### src/otfs_pkg.sv
// Constants, carrier types and register map for the output terminal function selector.
// Assumes one clock at 40 MHz and an AHB-Lite master driving single word transfers.
package otfs_pkg;

  // ----------------------------------------------------------------
  // Register map
  // ----------------------------------------------------------------
  localparam logic [7:0] OTFS_FIRST_FUNC_ADDR = 8'h00;
  localparam logic [7:0] OTFS_SECOND_FUNC_ADDR = 8'h04;
  localparam logic [7:0] OTFS_RELAY_FUNC_ADDR = 8'h08;
  localparam logic [7:0] OTFS_POLARITY_ADDR = 8'h0c;
  localparam logic [7:0] OTFS_LINK_DATA_ADDR = 8'h10;
  localparam logic [7:0] OTFS_WOBBLE_EN_ADDR = 8'h14;
  localparam logic [7:0] OTFS_STATUS_ADDR = 8'h18;

  localparam logic [5:0] OTFS_FIRST_FUNC_RST = 6'h02;
  localparam logic [5:0] OTFS_SECOND_FUNC_RST = 6'h00;
  localparam logic [5:0] OTFS_RELAY_FUNC_RST = 6'h1f;
  localparam logic [2:0] OTFS_POLARITY_RST = 3'h0;

  localparam int OTFS_TERMS = 3;
  localparam int OTFS_SECOND_IDX = 1;

  // ----------------------------------------------------------------
  // Function codes
  // ----------------------------------------------------------------
  typedef enum logic [5:0] {
    OTFS_F_UNUSED = 6'h00, OTFS_F_WOBBLE = 6'h0e, OTFS_F_SEQ_RUN = 6'h0f,
    OTFS_F_SEQ_PAUSE = 6'h10, OTFS_F_SEQ_CYCLE = 6'h11, OTFS_F_SEQ_STEP = 6'h12,
    OTFS_F_SEQ_DONE = 6'h13, OTFS_F_LINK = 6'h14, OTFS_F_RUNTIME = 6'h15,
    OTFS_F_TIMING = 6'h16, OTFS_F_CNT_PRESET = 6'h17, OTFS_F_CNT_IND = 6'h18,
    OTFS_F_LENGTH = 6'h19, OTFS_F_ANALOG = 6'h1b, OTFS_F_UNDERVOLT = 6'h1d,
    OTFS_F_OVERLOAD = 6'h1e, OTFS_F_FAULT = 6'h1f, OTFS_F_EXT_FAULT = 6'h20,
    OTFS_F_AUTO_RESET = 6'h21, OTFS_F_HIGH_FREQ = 6'h26
  } otfs_func_t;

  // ----------------------------------------------------------------
  // Timing
  // ----------------------------------------------------------------
  localparam int OTFS_CLK_HZ = 40000000;
  localparam int OTFS_PULSE_MS = 500;
  localparam int OTFS_PULSE_CYC = OTFS_CLK_HZ / 1000 * OTFS_PULSE_MS;
  localparam int OTFS_PW = 25;

  // ----------------------------------------------------------------
  // Status carrier
  // ----------------------------------------------------------------
  typedef struct packed {
    logic wobble_high;
    logic wobble_low;
    logic seq_running;
    logic seq_paused;
    logic seq_cycle_done;
    logic seq_step_done;
    logic seq_run_done;
    logic runtime_reached;
    logic timing_out;
    logic count_preset;
    logic count_indicate;
    logic length_reached;
    logic analog_overrun;
    logic undervolt;
    logic overload_alarm;
    logic drive_fault;
    logic ext_fault;
    logic auto_reset;
    logic high_freq;
  } otfs_status_t;

  typedef struct packed {
    logic cycle;
    logic step;
    logic done;
    logic runtime;
  } otfs_events_t;

endpackage : otfs_pkg

### src/otfs_pulse.sv
// Pulse stretcher: each rising edge of an event outside a pulse gives one fixed-length pulse.
// Assumes the event is synchronous to the clock.
`timescale 1ns/10ps
module otfs_pulse
  import otfs_pkg::*;
#(
  parameter int LEN = OTFS_PULSE_CYC
) (
  input wire logic clk_i,
  input wire logic rst_b_i,
  input wire logic event_i,
  output logic pulse_o
);

  typedef struct packed {
    logic prev;
    logic [OTFS_PW-1:0] cnt;
  } otfs_pulse_st_t;

  otfs_pulse_st_t st_q, st_d;

  // Retrigger during a pulse is ignored: one pulse per event, not per edge burst
  always_comb begin
    st_d = st_q;
    st_d.prev = event_i;
    if (st_q.cnt != '0) begin
      st_d.cnt = st_q.cnt - 1'b1;
    end else if (event_i && !st_q.prev) begin
      st_d.cnt = OTFS_PW'(LEN);
    end
  end

  always_ff @(posedge clk_i or negedge rst_b_i) begin
    if (!rst_b_i) begin
      st_q <= '0;
    end else begin
      st_q <= st_d;
    end
  end

  assign pulse_o = (st_q.cnt != '0);

  property p_pulse_len;
    @(posedge clk_i) disable iff (!rst_b_i)
    (event_i && !st_q.prev && st_q.cnt == '0) |=> (st_q.cnt == OTFS_PW'(LEN));
  endproperty
  a_pulse_len: assert property (p_pulse_len) else $error("pulse not loaded");

endmodule : otfs_pulse

### src/otfs_top.sv
// Output terminal function selector: maps drive states onto two collector outputs and a relay.
// Assumes status inputs are synchronous to MCLK_I and an AHB-Lite master on the register bus.
`timescale 1ns/10ps
module otfs_top
  import otfs_pkg::*;
#(
  parameter int PULSE_CYC = OTFS_PULSE_CYC
) (
  input wire logic MCLK_I,
  input wire logic RST_B_I,
  input wire logic HSEL_I,
  input wire logic [31:0] HADDR_I,
  input wire logic [1:0] HTRANS_I,
  input wire logic HWRITE_I,
  input wire logic [2:0] HSIZE_I,
  input wire logic [31:0] HWDATA_I,
  input wire logic HREADY_I,
  output logic [31:0] HRDATA_O,
  output logic HREADYOUT_O,
  output logic HRESP_O,
  input wire otfs_status_t STATUS_I,
  output logic FIRST_COLLECTOR_OUTPUT_O,
  output logic SECOND_COLLECTOR_OUTPUT_O,
  output logic RELAY_OUTPUT_O
);

  // ----------------------------------------------------------------
  // State
  // ----------------------------------------------------------------
  typedef struct packed {
    logic [OTFS_TERMS-1:0][5:0] func;
    logic [2:0] polarity;
    logic [2:0] link_data;
    logic wobble_enable_param;
    logic wr_pend;
    logic [7:0] wr_addr;
    logic [31:0] rdata;
    logic [2:0] outs;
  } otfs_st_t;

  otfs_st_t st_q, st_d;
  otfs_events_t pulses;
  logic [OTFS_TERMS-1:0] raw;
  logic [OTFS_TERMS-1:0] term_level;
  logic addr_phase;

  // ----------------------------------------------------------------
  // Event pulse stretchers
  // ----------------------------------------------------------------
  otfs_pulse #(.LEN(PULSE_CYC)) u_cycle (
    .clk_i(MCLK_I), .rst_b_i(RST_B_I), .event_i(STATUS_I.seq_cycle_done), .pulse_o(pulses.cycle)
  );
  otfs_pulse #(.LEN(PULSE_CYC)) u_step (
    .clk_i(MCLK_I), .rst_b_i(RST_B_I), .event_i(STATUS_I.seq_step_done), .pulse_o(pulses.step)
  );
  otfs_pulse #(.LEN(PULSE_CYC)) u_done (
    .clk_i(MCLK_I), .rst_b_i(RST_B_I), .event_i(STATUS_I.seq_run_done), .pulse_o(pulses.done)
  );
  otfs_pulse #(.LEN(PULSE_CYC)) u_rtime (
    .clk_i(MCLK_I), .rst_b_i(RST_B_I), .event_i(STATUS_I.runtime_reached),
    .pulse_o(pulses.runtime)
  );

  // ----------------------------------------------------------------
  // Per-terminal function select
  // ----------------------------------------------------------------
  for (genvar t = 0; t < OTFS_TERMS; t++) begin : g_term
    always_comb begin
      raw[t] = 1'b0;
      case (st_q.func[t])
        OTFS_F_WOBBLE: begin
          raw[t] = st_q.wobble_enable_param
            && (STATUS_I.wobble_high || STATUS_I.wobble_low);
        end
        OTFS_F_SEQ_RUN: raw[t] = STATUS_I.seq_running;
        OTFS_F_SEQ_PAUSE: raw[t] = STATUS_I.seq_paused;
        OTFS_F_SEQ_CYCLE: raw[t] = pulses.cycle;
        OTFS_F_SEQ_STEP: raw[t] = pulses.step;
        OTFS_F_SEQ_DONE: raw[t] = pulses.done;
        OTFS_F_LINK: raw[t] = st_q.link_data[t];
        OTFS_F_RUNTIME: raw[t] = pulses.runtime;
        OTFS_F_TIMING: raw[t] = STATUS_I.timing_out;
        OTFS_F_CNT_PRESET: raw[t] = STATUS_I.count_preset;
        OTFS_F_CNT_IND: raw[t] = STATUS_I.count_indicate;
        OTFS_F_LENGTH: raw[t] = STATUS_I.length_reached;
        OTFS_F_ANALOG: raw[t] = STATUS_I.analog_overrun;
        OTFS_F_UNDERVOLT: raw[t] = STATUS_I.undervolt;
        // Producer already applies threshold and detection time
        OTFS_F_OVERLOAD: raw[t] = STATUS_I.overload_alarm;
        OTFS_F_FAULT: raw[t] = STATUS_I.drive_fault;
        OTFS_F_EXT_FAULT: raw[t] = STATUS_I.ext_fault;
        OTFS_F_AUTO_RESET: raw[t] = STATUS_I.auto_reset;
        OTFS_F_HIGH_FREQ: raw[t] = (t == OTFS_SECOND_IDX) && STATUS_I.high_freq;
        default: raw[t] = 1'b0;
      endcase
      term_level[t] = raw[t] ^ st_q.polarity[t];
    end
  end

  // ----------------------------------------------------------------
  // AHB-Lite slave, zero wait states
  // ----------------------------------------------------------------
  assign addr_phase = HSEL_I && HREADY_I && HTRANS_I[1];

  always_comb begin
    st_d = st_q;
    st_d.outs = term_level;
    st_d.wr_pend = addr_phase && HWRITE_I;
    if (addr_phase) begin
      st_d.wr_addr = HADDR_I[7:0];
    end
    if (st_q.wr_pend) begin
      unique case (st_q.wr_addr)
        OTFS_FIRST_FUNC_ADDR: st_d.func[0] = HWDATA_I[5:0];
        OTFS_SECOND_FUNC_ADDR: st_d.func[1] = HWDATA_I[5:0];
        OTFS_RELAY_FUNC_ADDR: st_d.func[2] = HWDATA_I[5:0];
        OTFS_POLARITY_ADDR: st_d.polarity = HWDATA_I[2:0];
        OTFS_LINK_DATA_ADDR: st_d.link_data = HWDATA_I[2:0];
        OTFS_WOBBLE_EN_ADDR: st_d.wobble_enable_param = HWDATA_I[0];
        default: ;
      endcase
    end
    if (addr_phase && !HWRITE_I) begin
      unique case (HADDR_I[7:0])
        OTFS_FIRST_FUNC_ADDR: st_d.rdata = {26'h0, st_q.func[0]};
        OTFS_SECOND_FUNC_ADDR: st_d.rdata = {26'h0, st_q.func[1]};
        OTFS_RELAY_FUNC_ADDR: st_d.rdata = {26'h0, st_q.func[2]};
        OTFS_POLARITY_ADDR: st_d.rdata = {29'h0, st_q.polarity};
        OTFS_LINK_DATA_ADDR: st_d.rdata = {29'h0, st_q.link_data};
        OTFS_WOBBLE_EN_ADDR: st_d.rdata = {31'h0, st_q.wobble_enable_param};
        OTFS_STATUS_ADDR: st_d.rdata = {29'h0, st_q.outs};
        default: st_d.rdata = 32'h0;
      endcase
    end
  end

  always_ff @(posedge MCLK_I or negedge RST_B_I) begin
    if (!RST_B_I) begin
      st_q <= '0;
      st_q.func[0] <= OTFS_FIRST_FUNC_RST;
      st_q.func[1] <= OTFS_SECOND_FUNC_RST;
      st_q.func[2] <= OTFS_RELAY_FUNC_RST;
      st_q.polarity <= OTFS_POLARITY_RST;
    end else begin
      st_q <= st_d;
    end
  end

  // Always ready, always OKAY: every access completes in its first data cycle
  assign HREADYOUT_O = 1'b1;
  assign HRESP_O = 1'b0;
  assign HRDATA_O = st_q.rdata;
  assign FIRST_COLLECTOR_OUTPUT_O = st_q.outs[0];
  assign SECOND_COLLECTOR_OUTPUT_O = st_q.outs[1];
  assign RELAY_OUTPUT_O = st_q.outs[2];

  // ----------------------------------------------------------------
  // Checks
  // ----------------------------------------------------------------
  property p_unused_idle;
    @(posedge MCLK_I) disable iff (!RST_B_I)
    (st_q.func[0] == OTFS_F_UNUSED) |=> (FIRST_COLLECTOR_OUTPUT_O == $past(st_q.polarity[0]));
  endproperty
  a_unused_idle: assert property (p_unused_idle) else $error("unused code drove output");

  property p_hf_only_second;
    @(posedge MCLK_I) disable iff (!RST_B_I)
    (st_q.func[0] == OTFS_F_HIGH_FREQ && !st_q.polarity[0]) |=> !FIRST_COLLECTOR_OUTPUT_O;
  endproperty
  a_hf_only_second: assert property (p_hf_only_second) else $error("hf on first output");

  property p_wobble_gate;
    @(posedge MCLK_I) disable iff (!RST_B_I)
    (st_q.func[1] == OTFS_F_WOBBLE && !st_q.wobble_enable_param && !st_q.polarity[1])
      |=> !SECOND_COLLECTOR_OUTPUT_O;
  endproperty
  a_wobble_gate: assert property (p_wobble_gate) else $error("wobble without enable");

  property p_fault_relay;
    @(posedge MCLK_I) disable iff (!RST_B_I)
    (st_q.func[2] == OTFS_F_FAULT) |=> (RELAY_OUTPUT_O == ($past(STATUS_I.drive_fault)
      ^ $past(st_q.polarity[2])));
  endproperty
  a_fault_relay: assert property (p_fault_relay) else $error("fault not on relay");

  property p_link_drive;
    @(posedge MCLK_I) disable iff (!RST_B_I)
    (st_q.func[0] == OTFS_F_LINK) |=> (FIRST_COLLECTOR_OUTPUT_O == ($past(st_q.link_data[0])
      ^ $past(st_q.polarity[0])));
  endproperty
  a_link_drive: assert property (p_link_drive) else $error("link value not driven");

  property p_seq_run;
    @(posedge MCLK_I) disable iff (!RST_B_I)
    (st_q.func[1] == OTFS_F_SEQ_RUN && !st_q.polarity[1] && STATUS_I.seq_running)
      |=> SECOND_COLLECTOR_OUTPUT_O;
  endproperty
  a_seq_run: assert property (p_seq_run) else $error("sequencer run not shown");

  property p_undervolt;
    @(posedge MCLK_I) disable iff (!RST_B_I)
    (st_q.func[2] == OTFS_F_UNDERVOLT && !st_q.polarity[2] && STATUS_I.undervolt)
      |=> RELAY_OUTPUT_O;
  endproperty
  a_undervolt: assert property (p_undervolt) else $error("undervoltage not shown");

  property p_undoc_idle;
    @(posedge MCLK_I) disable iff (!RST_B_I)
    (st_q.func[2] == 6'h1a && !st_q.polarity[2]) |=> !RELAY_OUTPUT_O;
  endproperty
  a_undoc_idle: assert property (p_undoc_idle) else $error("undocumented code active");

endmodule : otfs_top

### config.mk
export PLATFORM = sky130hd
export DESIGN_NAME = otfs_top
export DESIGN_NICKNAME = d
export VERILOG_FILES = /design/src/otfs_pkg.sv /design/src/otfs_pulse.sv /design/src/otfs_top.sv
export SDC_FILE = /design/constraint.sdc
export NUM_CORES = 1
export LEC_CHECK = 0
export BUFFER_PORTS_ARGS = -buffer_cell sky130_fd_sc_hd__buf_2
export CELL_PAD_IN_SITES_DETAIL_PLACEMENT = 0
export CELL_PAD_IN_SITES_GLOBAL_PLACEMENT = 1
export CORE_MARGIN = 2
export CORE_UTILIZATION = 48
export CTS_BUF_LIST = sky130_fd_sc_hd__clkbuf_16
export DETAILED_ROUTE_END_ITERATION = 12
export MAX_ROUTING_LAYER = met4
export PLACE_DENSITY = 0.91
export SYNTH_ARGS = -nofsm -noshare
export SYNTH_HDL_FRONTEND = slang
export SYNTH_SLANG_ARGS = --single-unit
### constraint.sdc
create_clock -name MCLK_I -period 4.9 [get_ports MCLK_I]
set_clock_uncertainty 0.1 [all_clocks]
set_input_delay 0.49 -clock MCLK_I [delete_from_list [all_inputs] [get_ports MCLK_I]]
set_output_delay 0.49 -clock MCLK_I [all_outputs]
set_load 0.01 [all_outputs]
After elaboration in Yosys (flattened, before gate mapping)
Index checks and enable logic that the tools add are counted.

storage, ports and cells
  flip-flop bits (word level) = 173
  bits in latches = 0
  RAM bits = 0
  bits in read-only memories = 0
  bits of input ports = 93
  logic and storage cells = 134
  memories = 0

cells by class
  $add $sub $neg = 4
  multiply operators = 0
  div/mod/pow operators = 0
  $lt $le $gt $ge = 0
  equal/unequal tests = 66
  shifts and indexed selects = 0
  muxes and demuxes = 12
  bitwise gates (word level) = 3
  reduce and logical (&&, ||, !) cells = 31

operator list
  kind                     count
  $eq A6 B5 Y1 const B     42
  $mux W25                 8
  $reduce_bool A25 Y1      4
  $sub A25 B1 Y25 const B  4
  $eq A6 B6 Y1 const B     7
  $pmux W6 S7              1
  $eq A8 B5 Y1 const B     5
  $eq A6 B4 Y1 const B     6
  $pmux W1 S18             2
  $eq A8 B4 Y1 const B     4
  $pmux W1 S19             1
  $eq A8 B3 Y1 const B     2
  $logic_not A8 Y1         2
  $reduce_and A2 Y1        6
  $logic_and A1 B1 Y1      9
  $reduce_bool A2 Y1       4
  $logic_not A1 Y1         5
  $xor A1 B1 Y1            3
  $logic_or A1 B1 Y1       1

Logic depth before layout (Yosys ltp)
  word-level depth = 4
  mapped depth = 11

Cells and area by module
A second synthesis with hierarchy kept.

unflattened totals
  cell total of the unflattened synthesis = 770
  area, all modules = 8000.2 µm²

by module, submodules not included
  module                    instances  cells each  area each (µm²)  sequential area each (µm²)
  otfs_pulse (u_cycle ...)  3          125         1297.5           650.6
  otfs_top                  1          272         2831.5           1083.5
  otfs_pulse (u_step)       1          123         1276.2           650.6

Worst setup path after synthesis
No wires, ideal clock.

  path type = register -> register
  from = register u_done.st_q[13] (netlist bit)
  to = register u_done.st_q[22] (netlist bit)
  library setup time = 0.128 ns
  data arrival time = 2.509 ns
  data required time = 4.672 ns
  setup slack = 2.163 ns
  cell stages (with the launch flop) = 10
  buffers on the path = 2
  period minus slack after synthesis = 2.737 ns
  cells stage by stage = dfrtp_1 > or4_4 > or4_4 > buf_6 > or4_4 > buf_6 > nand3_4 > or3_4 > nor3_2 > xor2_1

on the way
  cells in the longest elaborated chain, start to end = 2
  elaborated cells between the ends (all ways) = 4
  classes of those cells = add/sub (1); mux (1); reduce/logical (2)

ends and longest elaborated chain
  element                                                        line                                text
  start, declared                                                otfs_pulse.sv:20                    otfs_pulse_st_t st_q, st_d;
  start signal, assigned                                         otfs_pulse.sv:37                    st_q <= st_d;
  $sub A25 B1 Y25 / $reduce_bool A25 Y1 (equally long branches)  otfs_pulse.sv:27, otfs_pulse.sv:26
  $mux W25 / $reduce_bool A2 Y1 (equally long branches)          n/a

Parallel ways exist; a longest one is shown, timed or not.
A chain may end at the register's enable or synchronous reset.

Worst setup path in the final report
  from = register u_step.st_q[3] (netlist bit)
  to = register u_step.st_q[11] (netlist bit)

on the way
  cells in the longest elaborated chain, start to end = 2
  elaborated cells between the ends (all ways) = 4
  classes of those cells = add/sub (1); mux (1); reduce/logical (2)

ends and longest elaborated chain
  element                                                        line
  start, declared                                                otfs_pulse.sv:20
  start signal, assigned                                         otfs_pulse.sv:37
  $sub A25 B1 Y25 / $reduce_bool A25 Y1 (equally long branches)  otfs_pulse.sv:27, otfs_pulse.sv:26
  $mux W25 / $reduce_bool A2 Y1 (equally long branches)          n/a

Parallel ways exist; a longest one is shown, timed or not.

==> results_dict.tcl <==
set metrics [dict create \
    status "complete, no violations" \
    initial_core_util_pct 49.36 \
    fp.dieW_um 132.0 \
    fin_crit_ns 3.036 \
    globalplace.congestion 0.8982 \
    cp.required_ns 5.07 \
    reg2reg_depth 7 \
    syn_area_mm2 0.007870 \
    cts.clk_slew.worst_paths_ns 0.06 \
    grt_remaining_overflow 0 \
    antenna_found_initial 2 \
    critPathKind "flip-flop to flip-flop" \
    yosysTopAreaCell "dfrtp_1" \
    num-fill-cells 1430 \
    dieArea_mm2 0.01744 \
    startpoint_type "flip-flop" \
    cts_buffers 17 \
    grt_pass1_wl_um 28220 \
    endpoint_kind "flip-flop" \
    critical_path_peak_fanout 8 \
    vias 5874 \
    core_mm2 0.01594 \
    clockRootBuffer "clkbuf_16" \
    rsz0062_at_grt "false" \
    hpwl_um 11770 \
    dr.pass1.iters 5 \
    avgSynthCellArea_um2 10.14 \
    timing.final.crit_share_pct 61.97 \
    cts.path.max_buffers 2 \
    relSlewSlack_pct 33.83 \
    syn2layout_area_growth_pct 10.68 \
    drv_cap 0 \
    grt_use_total_pct 20.56 \
    clkLatencyLatePin_ns 0.43 \
    finalWirelength_um 16590 \
    grt_pass1_vias 5600 \
    worstMarginPinSlew_ns 0.9849 \
    peakVddDrop_uv 267.2 \
    cts_resized 0 \
    routed_via_density 5.616 \
    dr.first_iter.drc_count 506 \
    timing.rr.start "u_step.st_q[3]" \
    netlist_instances 776 \
    cts.sinks 147 \
    ant_nets 0 \
    fin_tns_setup_ns 0 \
    yosysSeqAreaShare_pct 46.84 \
    ys_ff_latch 147 \
    post_drt_wl_per_cell_um 15.86 \
    pwr_density_cell_mw_per_mm2 316.4 \
    io_buffers 47 \
    std_cell_rows 46 \
    leakagePower_nw 3.811 \
    synth_edf_count 0 \
    drv_slew 0 \
    async_flop_share_pct 100.0 \
    rrSetupSlack_ns 1.86 \
    remaining_drc_errors 0 \
    netlist_top_cells_area "dfrtp_1 (45%), mux2_2 (5.9%), xor2_1 (4.9%)" \
    drive_above_1_share_pct 17.15 \
    grt_max_degree 93 \
    synthDistinctLibCells 67 \
    hold_path_class "input pin to asynchronous set/reset pin" \
    finalHoldWorstSlack_ns 0.05290 \
    finalNetCount 916 \
    finalHoldViolCount 0 \
    io_pins 130 \
    synth_top_area_share_pct 44.83 \
    ctsHoldBuffers 0 \
    yosysWarnings 0 \
    cts_tree "built" \
    fmax_ghz 0.3293 \
    synth_flop_cell "dfrtp_1" \
    htreeDepth 4 \
    die_y_um 132.0 \
    final-setup-viol-count 0 \
    critical_path_arrival_ns 3.20 \
    r2r-end "u_step.st_q[11]" \
    cts_setup_buffers 0 \
]
==> worst max path at each step <==
stage                               start                  endpoint  slack (ns)  cells past startpoint
after floorplan           u_done.st_q[13]           u_done.st_q[22]        2.16                      9
after global placement    u_done.st_q[13]  FIRST_COLLECTOR_OUTPUT_O        1.91                      7
after detailed placement  u_done.st_q[13]  FIRST_COLLECTOR_OUTPUT_O        1.88                      7
after CTS                  u_step.st_q[3]           u_step.st_q[11]        1.86                      7
after global routing      u_cycle.st_q[3]          u_cycle.st_q[20]        1.63                      7
final                      u_step.st_q[3]           u_step.st_q[11]        1.86                      7
==> worst max-delay path, stage by stage (launching register included) <==
cell and delay [ns]:
dfrtp_1 0.41, or4_1 0.60, nand4b_1 0.39, or3_1 0.60, nand3_1 0.37, nor2_1 0.10, a211oi_1 0.24, a31oi_1 0.07
==> synthesized netlist by cell type, drive strengths merged, types with 2 or more instances <==
library cell and instances:
and3 7, dfstp 6, nand2 59, nand3 22, a21o 2, xnor2 20
o31ai 2, or3 15, a31oi 9, o21ai 26, nor2 62, mux2i 20
a32oi 2, a21oi 29, inv 16, nand2b 14, o22ai 3, nand3b 5
nor3 53, and4b 2, a22o 3, and4 2, ha 8, o21a 2
nor4 29, or3b 2, a22oi 4, clkbuf 17, nor4b 9, o211ai 3
nand4b 3, or4 10, nand4 13, dfrtp 141, buf 38, xor2 44
nor2b 3, mux2 41, a211oi 8, nor3b 4, conb 2, a21boi 2
a311oi 2
==> metal layers <==
metal	global-route usage [%]	vias up	wire length, µm
li1	-	2843	-
met1	27.49	2854	7698
met2	30.73	159	7701
met3	5.421	18	964
met4	6.401	0	227
met5	-	-	0
==> placed cells by master (no fill, tap or decap), types with 6 or more instances in the layout <==
cell type and instances:
a31oi_1 9, mux2_2 41, nor4b_1 9, xor2_1 44, buf_2 46, clkbuf_16 17, dfstp_2 6, o21ai_0 26
xnor2_1 20, a211oi_1 8, nor3_1 50, nand4_1 13, nand3_1 19, and3_1 7, inv_1 18, ha_1 8
nor2_1 61, or4_1 7, dfrtp_1 141, nor4_1 28, nand2b_1 14, nand2_1 58, or3_1 14, conb_1 28
mux2i_1 20, a21oi_1 29
==> cells by family (layout without fill, tap and decap cells) <==
family          Yosys count  in the layout  synth area share (%)
compound gates          105            105                 8.521
xor+xnor                 64             64                 7.122
flops                   147            147                 46.84
other cells               2             30               0.09543
buf+inv                  71             97                 5.310
fa+ha+maj                 8              8                 1.272
simple gates            318            318                 22.43
mux                      61             61                 8.410
==> where the power goes <==
| part | leakage, nW | internal [mW] | switching (mW) |
|---|---|---|---|
| Combinational | 1.73 | 0.0777 | 0.105 |
| Sequential | 1.81 | 1.26 | 0.0568 |
| Clock | 0.269 | 0.743 | 0.514 |
==> sequential cells by signal (all words and copies together) (netlist names) <==
signal / flops
u_cycle.st_q: 26
SECOND_COLLECTOR_OUTPUT_O: 1
u_done.st_q: 26
RELAY_OUTPUT_O: 1
st_q: 34
u_step.st_q: 26
FIRST_COLLECTOR_OUTPUT_O: 1
HRDATA_O: 6
u_rtime.st_q: 26
==> metrics by stage <==
| step | util [%] | total power [mW] | cells | setup slack (ns) | area [µm²] |
|---|---|---|---|---|---|
| 6_report | 54.64 | 2.756 | 1046 | 1.864 | 8711 |
| 4_1_cts | 54.61 | 2.784 | 1044 | 1.864 | 8706 |
| 5_1_grt | 54.64 | 2.869 | 1046 | 1.631 | 8711 |
| 2_1_floorplan | - | 1.448 | 802 | 2.163 | 7968 |
| 3_3_place_gp | 51.04 | 1.514 | 1012 | 1.905 | 8137 |
| 3_5_place_dp | 51.04 | 1.519 | 1012 | 1.885 | 8137 |
==> cell type report <==
class / instances / area [µm²] / share of cell area, %
well taps: 216 / 270.3 / 3.103
multi-input cells: 584 / 3864 / 44.36
flip-flops and latches: 147 / 3686 / 42.32
diodes: 2 / 5.005 / 0.05745
repair buffers: 49 / 256.5 / 2.945
clock inverters: 15 / 143.9 / 1.652
clock buffers: 17 / 425.4 / 4.884
inverters: 16 / 60.06 / 0.6895
Power figures use the tool's default switching activity.
